### config.mk
export PLATFORM = sky130hd
export DESIGN_NAME = external_bus_unit
export DESIGN_NICKNAME = d
export VERILOG_FILES = /design/src/rtl/ebu_pkg.sv /design/src/rtl/external_bus_unit.sv /design/src/rtl/window_decode.sv /design/src/rtl/bus_arbiter.sv
export SDC_FILE = /design/constraint.sdc
export NUM_CORES = 1
export LEC_CHECK = 0
export ABC_AREA = 1
export BUFFER_PORTS_ARGS = -buffer_cell sky130_fd_sc_hd__buf_4
export CORE_ASPECT_RATIO = 2
export CORE_MARGIN = 5
export CORE_UTILIZATION = 50
export CTS_CLUSTER_DIAMETER = 50
export DETAILED_ROUTE_END_ITERATION = 6
export PLACE_DENSITY = 0.8
export SYNTH_ARGS = -nofsm -noshare
export SYNTH_HDL_FRONTEND = slang
export SYNTH_SLANG_ARGS = --single-unit
export TNS_END_PERCENT = 1
### constraint.sdc
create_clock -name clk -period 5 [get_ports clk]
set_clock_uncertainty 0.15 [all_clocks]
set_input_delay 0.5 -clock clk [delete_from_list [all_inputs] [get_ports clk]]
set_output_delay 0.5 -clock clk [all_outputs]
set_load 0.005 [all_outputs]
### src/rtl/ebu_pkg.sv
// Shared types and constants of the external bus unit.
package ebu_pkg;

   localparam int ADDR_W = 24;
   localparam int DATA_W = 16;
   localparam int NUM_WIN = 4;
   localparam int CS_CFG_BIT = 6;
   localparam logic [3:0] ALE_EXT_CYC = 4'h1;
   localparam logic [3:0] RW_DLY_CYC = 4'h1;
   localparam logic [3:0] TRI_CYC = 4'h1;
   localparam logic [4:0] CS_IDLE = 5'h1F;
   localparam logic [15:0] OE_ALL = 16'hFFFF;
   localparam logic [15:0] OE_LOW = 16'h00FF;
   localparam logic [7:0] SEG_MASK_16M = 8'hFF;
   localparam logic [7:0] SEG_MASK_1M = 8'h0F;
   localparam logic [7:0] SEG_MASK_256K = 8'h03;
   localparam logic [7:0] SEG_MASK_64K = 8'h00;

   typedef enum logic [1:0] {MODE_DEMUX16, MODE_MUX16, MODE_MUX8, MODE_DEMUX8} bus_mode_e;
   typedef enum logic [1:0] {SPACE_64K, SPACE_256K, SPACE_1M, SPACE_16M} addr_space_e;

   // Window base in 4 KByte units and its size as a power of two of that unit.
   typedef struct packed {
      logic [11:0] base;
      logic [3:0] size;
   } win_sel_s;

   // Bus characteristics of one address range.
   typedef struct packed {
      logic act;
      bus_mode_e mode;
      logic [3:0] wait_cyc;
      logic tri_ext;
      logic ale_ext;
      logic rw_dly;
      logic rdy_en;
      logic cs_en;
   } bus_cfg_s;

   // One access from the core.
   typedef struct packed {
      logic write;
      logic [ADDR_W-1:0] addr;
      logic [DATA_W-1:0] wdata;
   } bus_req_s;

   // Upper address lines kept for each address space size.
   function automatic logic [7:0] seg_mask(addr_space_e sp);
      case (sp)
         SPACE_16M: seg_mask = SEG_MASK_16M;
         SPACE_1M: seg_mask = SEG_MASK_1M;
         SPACE_256K: seg_mask = SEG_MASK_256K;
         default: seg_mask = SEG_MASK_64K;
      endcase
   endfunction

   function automatic logic is_mux(bus_mode_e m);
      return (m == MODE_MUX16) || (m == MODE_MUX8);
   endfunction

   function automatic logic is_byte(bus_mode_e m);
      return (m == MODE_MUX8) || (m == MODE_DEMUX8);
   endfunction

endpackage

### src/rtl/external_bus_unit.sv
// External bus unit: bus modes, windows, chip selects, ready and arbitration.
`timescale 1ns/1ps
module external_bus_unit (
   // Clock and reset.
   input wire logic clk,
   input wire logic rst,
   // Core access port.
   input wire logic req_valid,
   input wire ebu_pkg::bus_req_s req,
   output logic req_ready,
   output logic resp_valid,
   output logic [15:0] resp_rdata,
   // Configuration.
   input wire logic single_chip_mode,
   input wire ebu_pkg::addr_space_e addr_space,
   input wire logic [15:0] system_config_reg,
   input wire ebu_pkg::bus_cfg_s default_bus_config,
   input wire ebu_pkg::bus_cfg_s [4:1] window_bus_config,
   input wire ebu_pkg::win_sel_s [4:1] window_address_select,
   input wire logic arbitration_enable,
   input wire logic slave_select_dir_bit,
   // External bus pins.
   input wire logic [15:0] muxed_addr_data_in,
   output logic [15:0] muxed_addr_data_port,
   output logic [15:0] muxed_addr_data_oe,
   output logic [15:0] address_port,
   output logic [7:0] segment_port,
   output logic ale,
   output logic rd_n,
   output logic wr_n,
   output logic [4:0] cs_n,
   output logic bus_oe,
   input wire logic ready_n,
   // Arbitration pins.
   input wire logic hold_n,
   input wire logic hold_acknowledge_n_in,
   output logic hold_acknowledge_n,
   output logic hold_acknowledge_n_oe,
   output logic bus_request_out_n
);
   import ebu_pkg::*;

   typedef enum logic [2:0] {S_IDLE, S_ALE, S_DLY, S_CMD, S_TRI} state_e;

   typedef struct packed {
      state_e st;
      logic [3:0] cnt;
      logic [23:0] addr;
      logic [15:0] wdata;
      logic wr;
      bus_cfg_s cfg;
      logic [2:0] win;
      logic ale;
      logic rdn;
      logic wrn;
      logic [4:0] csn;
      logic [15:0] ad;
      logic [15:0] adoe;
      logic [15:0] aport;
      logic [7:0] seg;
      logic dmx;
      logic own;
      logic rdy;
      logic resp;
      logic [15:0] rdata;
   } ebu_state_s;

   ebu_state_s s_reg;
   ebu_state_s s_next;
   logic acc;
   logic bus_idle;
   logic away_next;
   logic chip_select_unlatched_cfg;
   logic [23:0] dec_addr;
   logic [4:1] dhit;
   logic [2:0] didx;
   bus_cfg_s dcfg;
   logic [4:0] cs_hot;

   ////////////////////////////////////////////////////////////////////////////
   // Window decode and arbitration.

   // One decoder serves the new request or the address being held on the bus.
   assign acc = req_valid && s_reg.rdy;
   assign bus_idle = (s_reg.st == S_IDLE) && !acc;
   assign dec_addr = acc ? req.addr : s_reg.addr;
   assign chip_select_unlatched_cfg = system_config_reg[CS_CFG_BIT];
   assign dcfg = (didx == 3'h0) ? default_bus_config : window_bus_config[didx];
   assign cs_hot = 5'(5'h01 << didx);

   window_decode u_dec (
      .addr(dec_addr),
      .sel(window_address_select),
      .cfg(window_bus_config),
      .hit(dhit),
      .idx(didx)
   );

   bus_arbiter u_arb (
      .clk(clk),
      .rst(rst),
      .arbitration_enable(arbitration_enable),
      .slave_select_dir_bit(slave_select_dir_bit),
      .bus_idle(bus_idle),
      .pending(req_valid),
      .away_next(away_next),
      .hold_n(hold_n),
      .hold_acknowledge_n_in(hold_acknowledge_n_in),
      .hold_acknowledge_n(hold_acknowledge_n),
      .hold_acknowledge_n_oe(hold_acknowledge_n_oe),
      .bus_request_out_n(bus_request_out_n)
   );

   ////////////////////////////////////////////////////////////////////////////
   // Bus cycle sequencer.

   // Each access runs latch strobe, optional delay, command with waits, optional float time.
   always_comb begin
      s_next = s_reg;
      s_next.resp = 1'b0;
      case (s_reg.st)
         S_IDLE: begin
            if (acc) begin
               s_next.addr = req.addr;
               s_next.wdata = req.wdata;
               s_next.wr = req.write;
               s_next.cfg = dcfg;
               s_next.win = didx;
               s_next.ale = 1'b1;
               s_next.cnt = dcfg.ale_ext ? ALE_EXT_CYC : 4'h0;
               s_next.st = S_ALE;
               if (is_mux(dcfg.mode)) begin
                  s_next.ad = req.addr[15:0];
                  s_next.adoe = OE_ALL;
               end else begin
                  s_next.dmx = 1'b1;
               end
               if (!chip_select_unlatched_cfg && dcfg.cs_en) begin
                  s_next.csn = ~cs_hot;
               end
            end
         end
         S_ALE: begin
            if (s_reg.cnt != 4'h0) begin
               s_next.cnt = s_reg.cnt - 4'h1;
            end else begin
               s_next.ale = 1'b0;
               // Data phase: writes drive the port, reads float it.
               if (s_reg.wr) begin
                  s_next.ad = s_reg.wdata;
                  s_next.adoe = is_byte(s_reg.cfg.mode) ? OE_LOW : OE_ALL;
               end else begin
                  s_next.adoe = 16'h0000;
               end
               if (s_reg.cfg.rw_dly) begin
                  s_next.st = S_DLY;
                  s_next.cnt = RW_DLY_CYC - 4'h1;
               end else begin
                  s_next.st = S_CMD;
                  s_next.cnt = s_reg.cfg.wait_cyc;
                  s_next.rdn = s_reg.wr;
                  s_next.wrn = !s_reg.wr;
               end
            end
         end
         S_DLY: begin
            if (s_reg.cnt != 4'h0) begin
               s_next.cnt = s_reg.cnt - 4'h1;
            end else begin
               s_next.st = S_CMD;
               s_next.cnt = s_reg.cfg.wait_cyc;
               s_next.rdn = s_reg.wr;
               s_next.wrn = !s_reg.wr;
            end
         end
         S_CMD: begin
            if (s_reg.cnt != 4'h0) begin
               s_next.cnt = s_reg.cnt - 4'h1;
            end else if (!(s_reg.cfg.rdy_en && ready_n)) begin
               s_next.rdn = 1'b1;
               s_next.wrn = 1'b1;
               s_next.adoe = 16'h0000;
               s_next.resp = 1'b1;
               s_next.rdata = is_byte(s_reg.cfg.mode) ? {8'h00, muxed_addr_data_in[7:0]} : muxed_addr_data_in;
               if (!chip_select_unlatched_cfg) begin
                  s_next.csn = CS_IDLE;
               end
               if (s_reg.cfg.tri_ext) begin
                  s_next.st = S_TRI;
                  s_next.cnt = TRI_CYC - 4'h1;
               end else begin
                  s_next.st = S_IDLE;
               end
            end
         end
         S_TRI: begin
            if (s_reg.cnt != 4'h0) begin
               s_next.cnt = s_reg.cnt - 4'h1;
            end else begin
               s_next.st = S_IDLE;
            end
         end
         default: begin
            s_next.st = S_IDLE;
         end
      endcase
      // Address port follows the address once a demultiplexed access has run.
      if (s_next.dmx) begin
         s_next.aport = s_next.addr[15:0];
      end
      s_next.seg = s_next.addr[23:16] & seg_mask(addr_space);
      s_next.own = !away_next && !single_chip_mode;
      // Unlatched selects follow the decoded address while the bus is owned and the decoded range enables its select.
      if (chip_select_unlatched_cfg) begin
         s_next.csn = (s_next.own && dcfg.cs_en) ? ~cs_hot : CS_IDLE;
      end
      s_next.rdy = (s_next.st == S_IDLE) && s_next.own;
   end

   // State register; strobes and selects inactive after reset.
   always_ff @(posedge clk) begin
      if (rst) begin
         s_reg <= '0;
         s_reg.rdn <= 1'b1;
         s_reg.wrn <= 1'b1;
         s_reg.csn <= CS_IDLE;
      end else begin
         s_reg <= s_next;
      end
   end

   ////////////////////////////////////////////////////////////////////////////
   // Outputs.

   // All outputs come from the state register.
   assign req_ready = s_reg.rdy;
   assign resp_valid = s_reg.resp;
   assign resp_rdata = s_reg.rdata;
   assign muxed_addr_data_port = s_reg.ad;
   assign muxed_addr_data_oe = s_reg.adoe;
   assign address_port = s_reg.aport;
   assign segment_port = s_reg.seg;
   assign ale = s_reg.ale;
   assign rd_n = s_reg.rdn;
   assign wr_n = s_reg.wrn;
   assign cs_n = s_reg.csn;
   assign bus_oe = s_reg.own;
endmodule

### src/rtl/window_decode.sv
// Address window decoder with fixed window priority.
`timescale 1ns/1ps
module window_decode (
   // Address to classify.
   input wire logic [23:0] addr,
   // Window settings.
   input wire ebu_pkg::win_sel_s [4:1] sel,
   input wire ebu_pkg::bus_cfg_s [4:1] cfg,
   // Result.
   output logic [4:1] hit,
   output logic [2:0] idx
);
   import ebu_pkg::*;

   // Each enabled window compares the address bits above its size.
   for (genvar i = 1; i <= NUM_WIN; i++) begin : g_win
      logic [12:0] span;
      assign span = 13'(13'h0001 << sel[i].size) - 13'h0001;
      assign hit[i] = cfg[i].act && (((addr[23:12] ^ sel[i].base) & ~span[11:0]) == 12'h000);
   end

   // Higher windows override lower ones; no hit falls to the default range.
   always_comb begin
      idx = 3'h0;
      for (int i = 1; i <= NUM_WIN; i++) begin
         if (hit[i]) begin
            idx = 3'(i);
         end
      end
   end

endmodule

### src/rtl/bus_arbiter.sv
// Hold and hold-acknowledge arbitration of the external bus.
`timescale 1ns/1ps
module bus_arbiter (
   // Clock and reset.
   input wire logic clk,
   input wire logic rst,
   // Control.
   input wire logic arbitration_enable,
   input wire logic slave_select_dir_bit,
   // Bus unit status.
   input wire logic bus_idle,
   input wire logic pending,
   output logic away_next,
   // Arbitration pins.
   input wire logic hold_n,
   input wire logic hold_acknowledge_n_in,
   output logic hold_acknowledge_n,
   output logic hold_acknowledge_n_oe,
   output logic bus_request_out_n
);
   typedef struct packed {
      logic on;
      logic away;
      logic ack_n;
      logic ack_oe;
      logic bus_req_n;
   } arb_state_s;

   arb_state_s s_reg;
   arb_state_s s_next;
   logic slave;

   assign slave = slave_select_dir_bit;

   // The bus is only handed over between accesses, never in the middle of one.
   always_comb begin
      s_next = s_reg;
      s_next.on = s_reg.on | arbitration_enable;
      if (!s_next.on) begin
         s_next.away = 1'b0;
      end else if (!slave) begin
         s_next.away = !hold_n && (s_reg.away || bus_idle);
      end else begin
         s_next.away = hold_acknowledge_n_in && (s_reg.away || bus_idle);
      end
      s_next.ack_oe = s_next.on && !slave;
      s_next.ack_n = !(s_next.on && !slave && s_next.away);
      s_next.bus_req_n = !(s_next.on && s_next.away && pending);
   end

   // State register; arbitration off and acknowledge pin undriven after reset.
   always_ff @(posedge clk) begin
      if (rst) begin
         s_reg <= '0;
         s_reg.ack_n <= 1'b1;
         s_reg.bus_req_n <= 1'b1;
      end else begin
         s_reg <= s_next;
      end
   end

   assign away_next = s_next.away;
   assign hold_acknowledge_n = s_reg.ack_n;
   assign hold_acknowledge_n_oe = s_reg.ack_oe;
   assign bus_request_out_n = s_reg.bus_req_n;
endmodule

==> metrics.cfg <==
[layout]
drive_gt1_frac=0.231
diodes=0
largest_reg_flops=57
final_cell_area_um2=10700
nNetsFinal=1748
fillCellCount=1634
area_growth_pct=25.1
layout_common_cells=nand2_1, buf_4, nor2_1, nand3_1, inv_1
fin_cells=1754
final_common_cell=nand2_1

[detailed_routing]
firstDrtPassIters=7
viasPerCell=5.22
wl_per_cell_um=16.2
vias=9164
dr.first_iter.drc_count=560
finalWirelength_mm=28.5
drc=0
ant_nets=0

[flow_run]
cap_violations=0

[die]
core.rowCount=67
dieArea_um2=19900
io_pins=294
start_util=0.508
die_h_um=195
die_x_um=102
core_area_um2=16800

[clocking]
clk_pin_slew_worst_paths_ns=0.06
htree_levels=4
cts-buffers-inserted=17
ctsHoldBuffers=0
post_cts_buffers=0
clock_latency_ns=0.42
cts_tree=built
root_buffer=clkbuf_16
clockBufferDepth=2
clkSinkCount=131
cts_resized=0

[critical_path]
cp.arrival_ns=4.14
slowest_stage=dfxtp_1
crit_type=register to register
r2r_end=muxed_addr_data_port[7]$_SDFFE_PP0P_
crit_family=simple AND/OR/NAND/NOR gates
path_cells=buf_4 > nand3_1 > nand2_1 > nand2_1 > nand3_1 > nand2_1 > nor2_1 > nand2_1 > nor2_1 > nand2_2 > nand2_2 > nand2_2 > nand2_2 > inv_2 > nand3_1 > nand3_2 > nand2_1 > nand2_2 > nand3_2 > nand2_4 > nor2_1 > nor2_1
critPathRequiredTime_ns=5.16
r2r-start=req_ready$_SDFF_PP0_
crit_path_end_kind=register
path_buf_inv=2
reg2reg_depth=22
crit_fanout=32
slowest_delay_ns=0.37
setup.worst_path.start_class=register
reg2reg_slack_ns=1.02

[global_routing]
track_usage=0.284
antenna_found_initial=0
grt_pass1_wl_mm=43.9
grt_pass1_vias=8767
overflow=0
grt_max_degree=62

[place]
gp_congestion=0.980
port_buffers=277
dp_cells=1722
place_area_um2=10100
place_hpwl_mm=22.5

[synthesis]
avgSynthCellArea_um2=6.29
syn_area_um2=8520
synth_edf_count=0
ys_types=45
synthArstFlopShare=0
ys_seq_area_frac=0.308
synthFlopType=dfxtp_1
synth_seq_cells=131
yosysWarnings=0
synth_nets=1569
synthCells=1355

[timing]
fmax_ghz=0.251
tns_ns=0
fin_crit_ns=3.98
hold_viol=0
finalMaxSlewViolations=0
fin_crit_sh=0.795
worst_pin_slew_ns=0.926
slew_headroom=0.381
grt_setup_unrepaired=false
setup_viol=0

[min_path]
min_path_cells=2
holdCritPathClass=input port to register
hp-start=slave_select_dir_bit
hold_end=u_arb.hold_acknowledge_n_oe$_SDFF_PP0_

[power]
swShare=0.388
ir_drop_mv=0.303
pwr-share-seq=0.304
comb_power_share=0.402
p_per_area_nw_per_um2=399
power.share.clock=0.294
internal_power_uw=2600
p_sw_uw=1650
leakage_uw=0.00537

[run_status]
status=finished, final reports clean

==> worst max path at each step <==
| stage | from | to | slack (ns) | depth (start not counted) |
|---|---|---|---|---|
| after floorplan | window_address_select[51] | address_port[14]$_SDFFE_PP0P_ | 1.73 | 26 |
| after global placement | window_address_select[3] | muxed_addr_data_port[13]$_SDFFE_PP0P_ | 0.72 | 24 |
| after detailed placement | req_valid | muxed_addr_data_port[1]$_SDFFE_PP0P_ | 0.67 | 23 |
| after CTS | req_ready$_SDFF_PP0_ | muxed_addr_data_port[1]$_SDFFE_PP0P_ | 1.06 | 22 |
| after global routing | req_ready$_SDFF_PP0_ | muxed_addr_data_port[7]$_SDFFE_PP0P_ | 0.70 | 22 |
| final | req_ready$_SDFF_PP0_ | muxed_addr_data_port[7]$_SDFFE_PP0P_ | 1.02 | 22 |
==> through the flow <==
stage | utilization | worst slack, ns | power [uW] | hold slack [ns]
floorplan | - | 1.73 | 2530 | 0.274
global placement | 0.600 | 0.722 | 2980 | 0.283
detailed placement | 0.600 | 0.666 | 3000 | 0.288
CTS | 0.636 | 1.06 | 4270 | 0.0858
global route | 0.636 | 0.697 | 4540 | 0.0937
finish | 0.636 | 1.02 | 4250 | 0.0974
==> synth_stat cells, types with 2 or more instances <==
cell / instances / area share
a31oi_1: 5 / 0.0037
clkbuf_1: 27 / 0.012
nand3b_1: 19 / 0.017
o21a_1: 3 / 0.0026
nand3_1: 144 / 0.085
a21boi_0: 2 / 0.0018
nor2_2: 5 / 0.0037
a21oi_1: 67 / 0.039
nand2_4: 9 / 0.012
or2_2: 2 / 0.0015
o21ai_0: 68 / 0.040
o211ai_1: 2 / 0.0018
ha_1: 6 / 0.0088
nand4_1: 13 / 0.0095
clkinv_1: 3 / 0.0013
nor3_1: 10 / 0.0059
or2_0: 3 / 0.0022
o22ai_1: 5 / 0.0037
nand2_1: 347 / 0.15
a211oi_1: 2 / 0.0018
xor2_1: 5 / 0.0051
dfxtp_1: 131 / 0.31
nand2_2: 16 / 0.012
nand3_2: 7 / 0.0082
inv_2: 2 / 0.00088
buf_6: 9 / 0.012
buf_4: 80 / 0.070
or2_1: 2 / 0.0015
buf_2: 5 / 0.0029
mux2i_1: 12 / 0.014
inv_1: 141 / 0.062
nor2_1: 190 / 0.084
==> cells by family (layout without fill, tap and decap cells) <==
| group | count (synthesis) | after routing | synth area share |
|---|---|---|---|
| AND/OR/NAND/NOR | 769 | 769 | 0.397 |
| buffers and inverters | 269 | 461 | 0.164 |
| AO/OA/AOI/OAI | 162 | 162 | 0.102 |
| flip-flops | 131 | 131 | 0.308 |
| multiplexers | 12 | 12 | 0.0141 |
| adder cells (fa/ha/maj) | 6 | 6 | 0.00881 |
| XOR/XNOR | 6 | 6 | 0.00617 |
==> power groups by stage <==
| stage | sequential (uW) | combinational (uW) | clock, uW |
|---|---|---|---|
| after detailed placement | 1310 | 1690 | 0 |
| after global routing | 1310 | 1910 | 1310 |
| after CTS | 1290 | 1710 | 1270 |
| after global placement | 1310 | 1680 | 0 |
| final | 1290 | 1710 | 1250 |
| after floorplan | 1290 | 1240 | 0 |
==> routing by layer <==
layer	global-route usage	part of all wire
met1	0.280	0.34
met2	0.529	0.53
met3	0.0549	0.062
met4	0.164	0.064
met5	0	0
==> area by class of cell <==
| class | count | area (um^2) | area share |
|---|---|---|---|
| clock buffer | 21 | 470 | 0.0441 |
| clock inverter | 11 | 126 | 0.0119 |
| inverter | 146 | 548 | 0.0514 |
| multi-input combinational | 955 | 4510 | 0.423 |
| sequential | 131 | 2620 | 0.246 |
| tap | 207 | 259 | 0.0243 |
| timing repair buffer | 283 | 2120 | 0.199 |
Note: power is estimated with default switching activity, not from simulation.
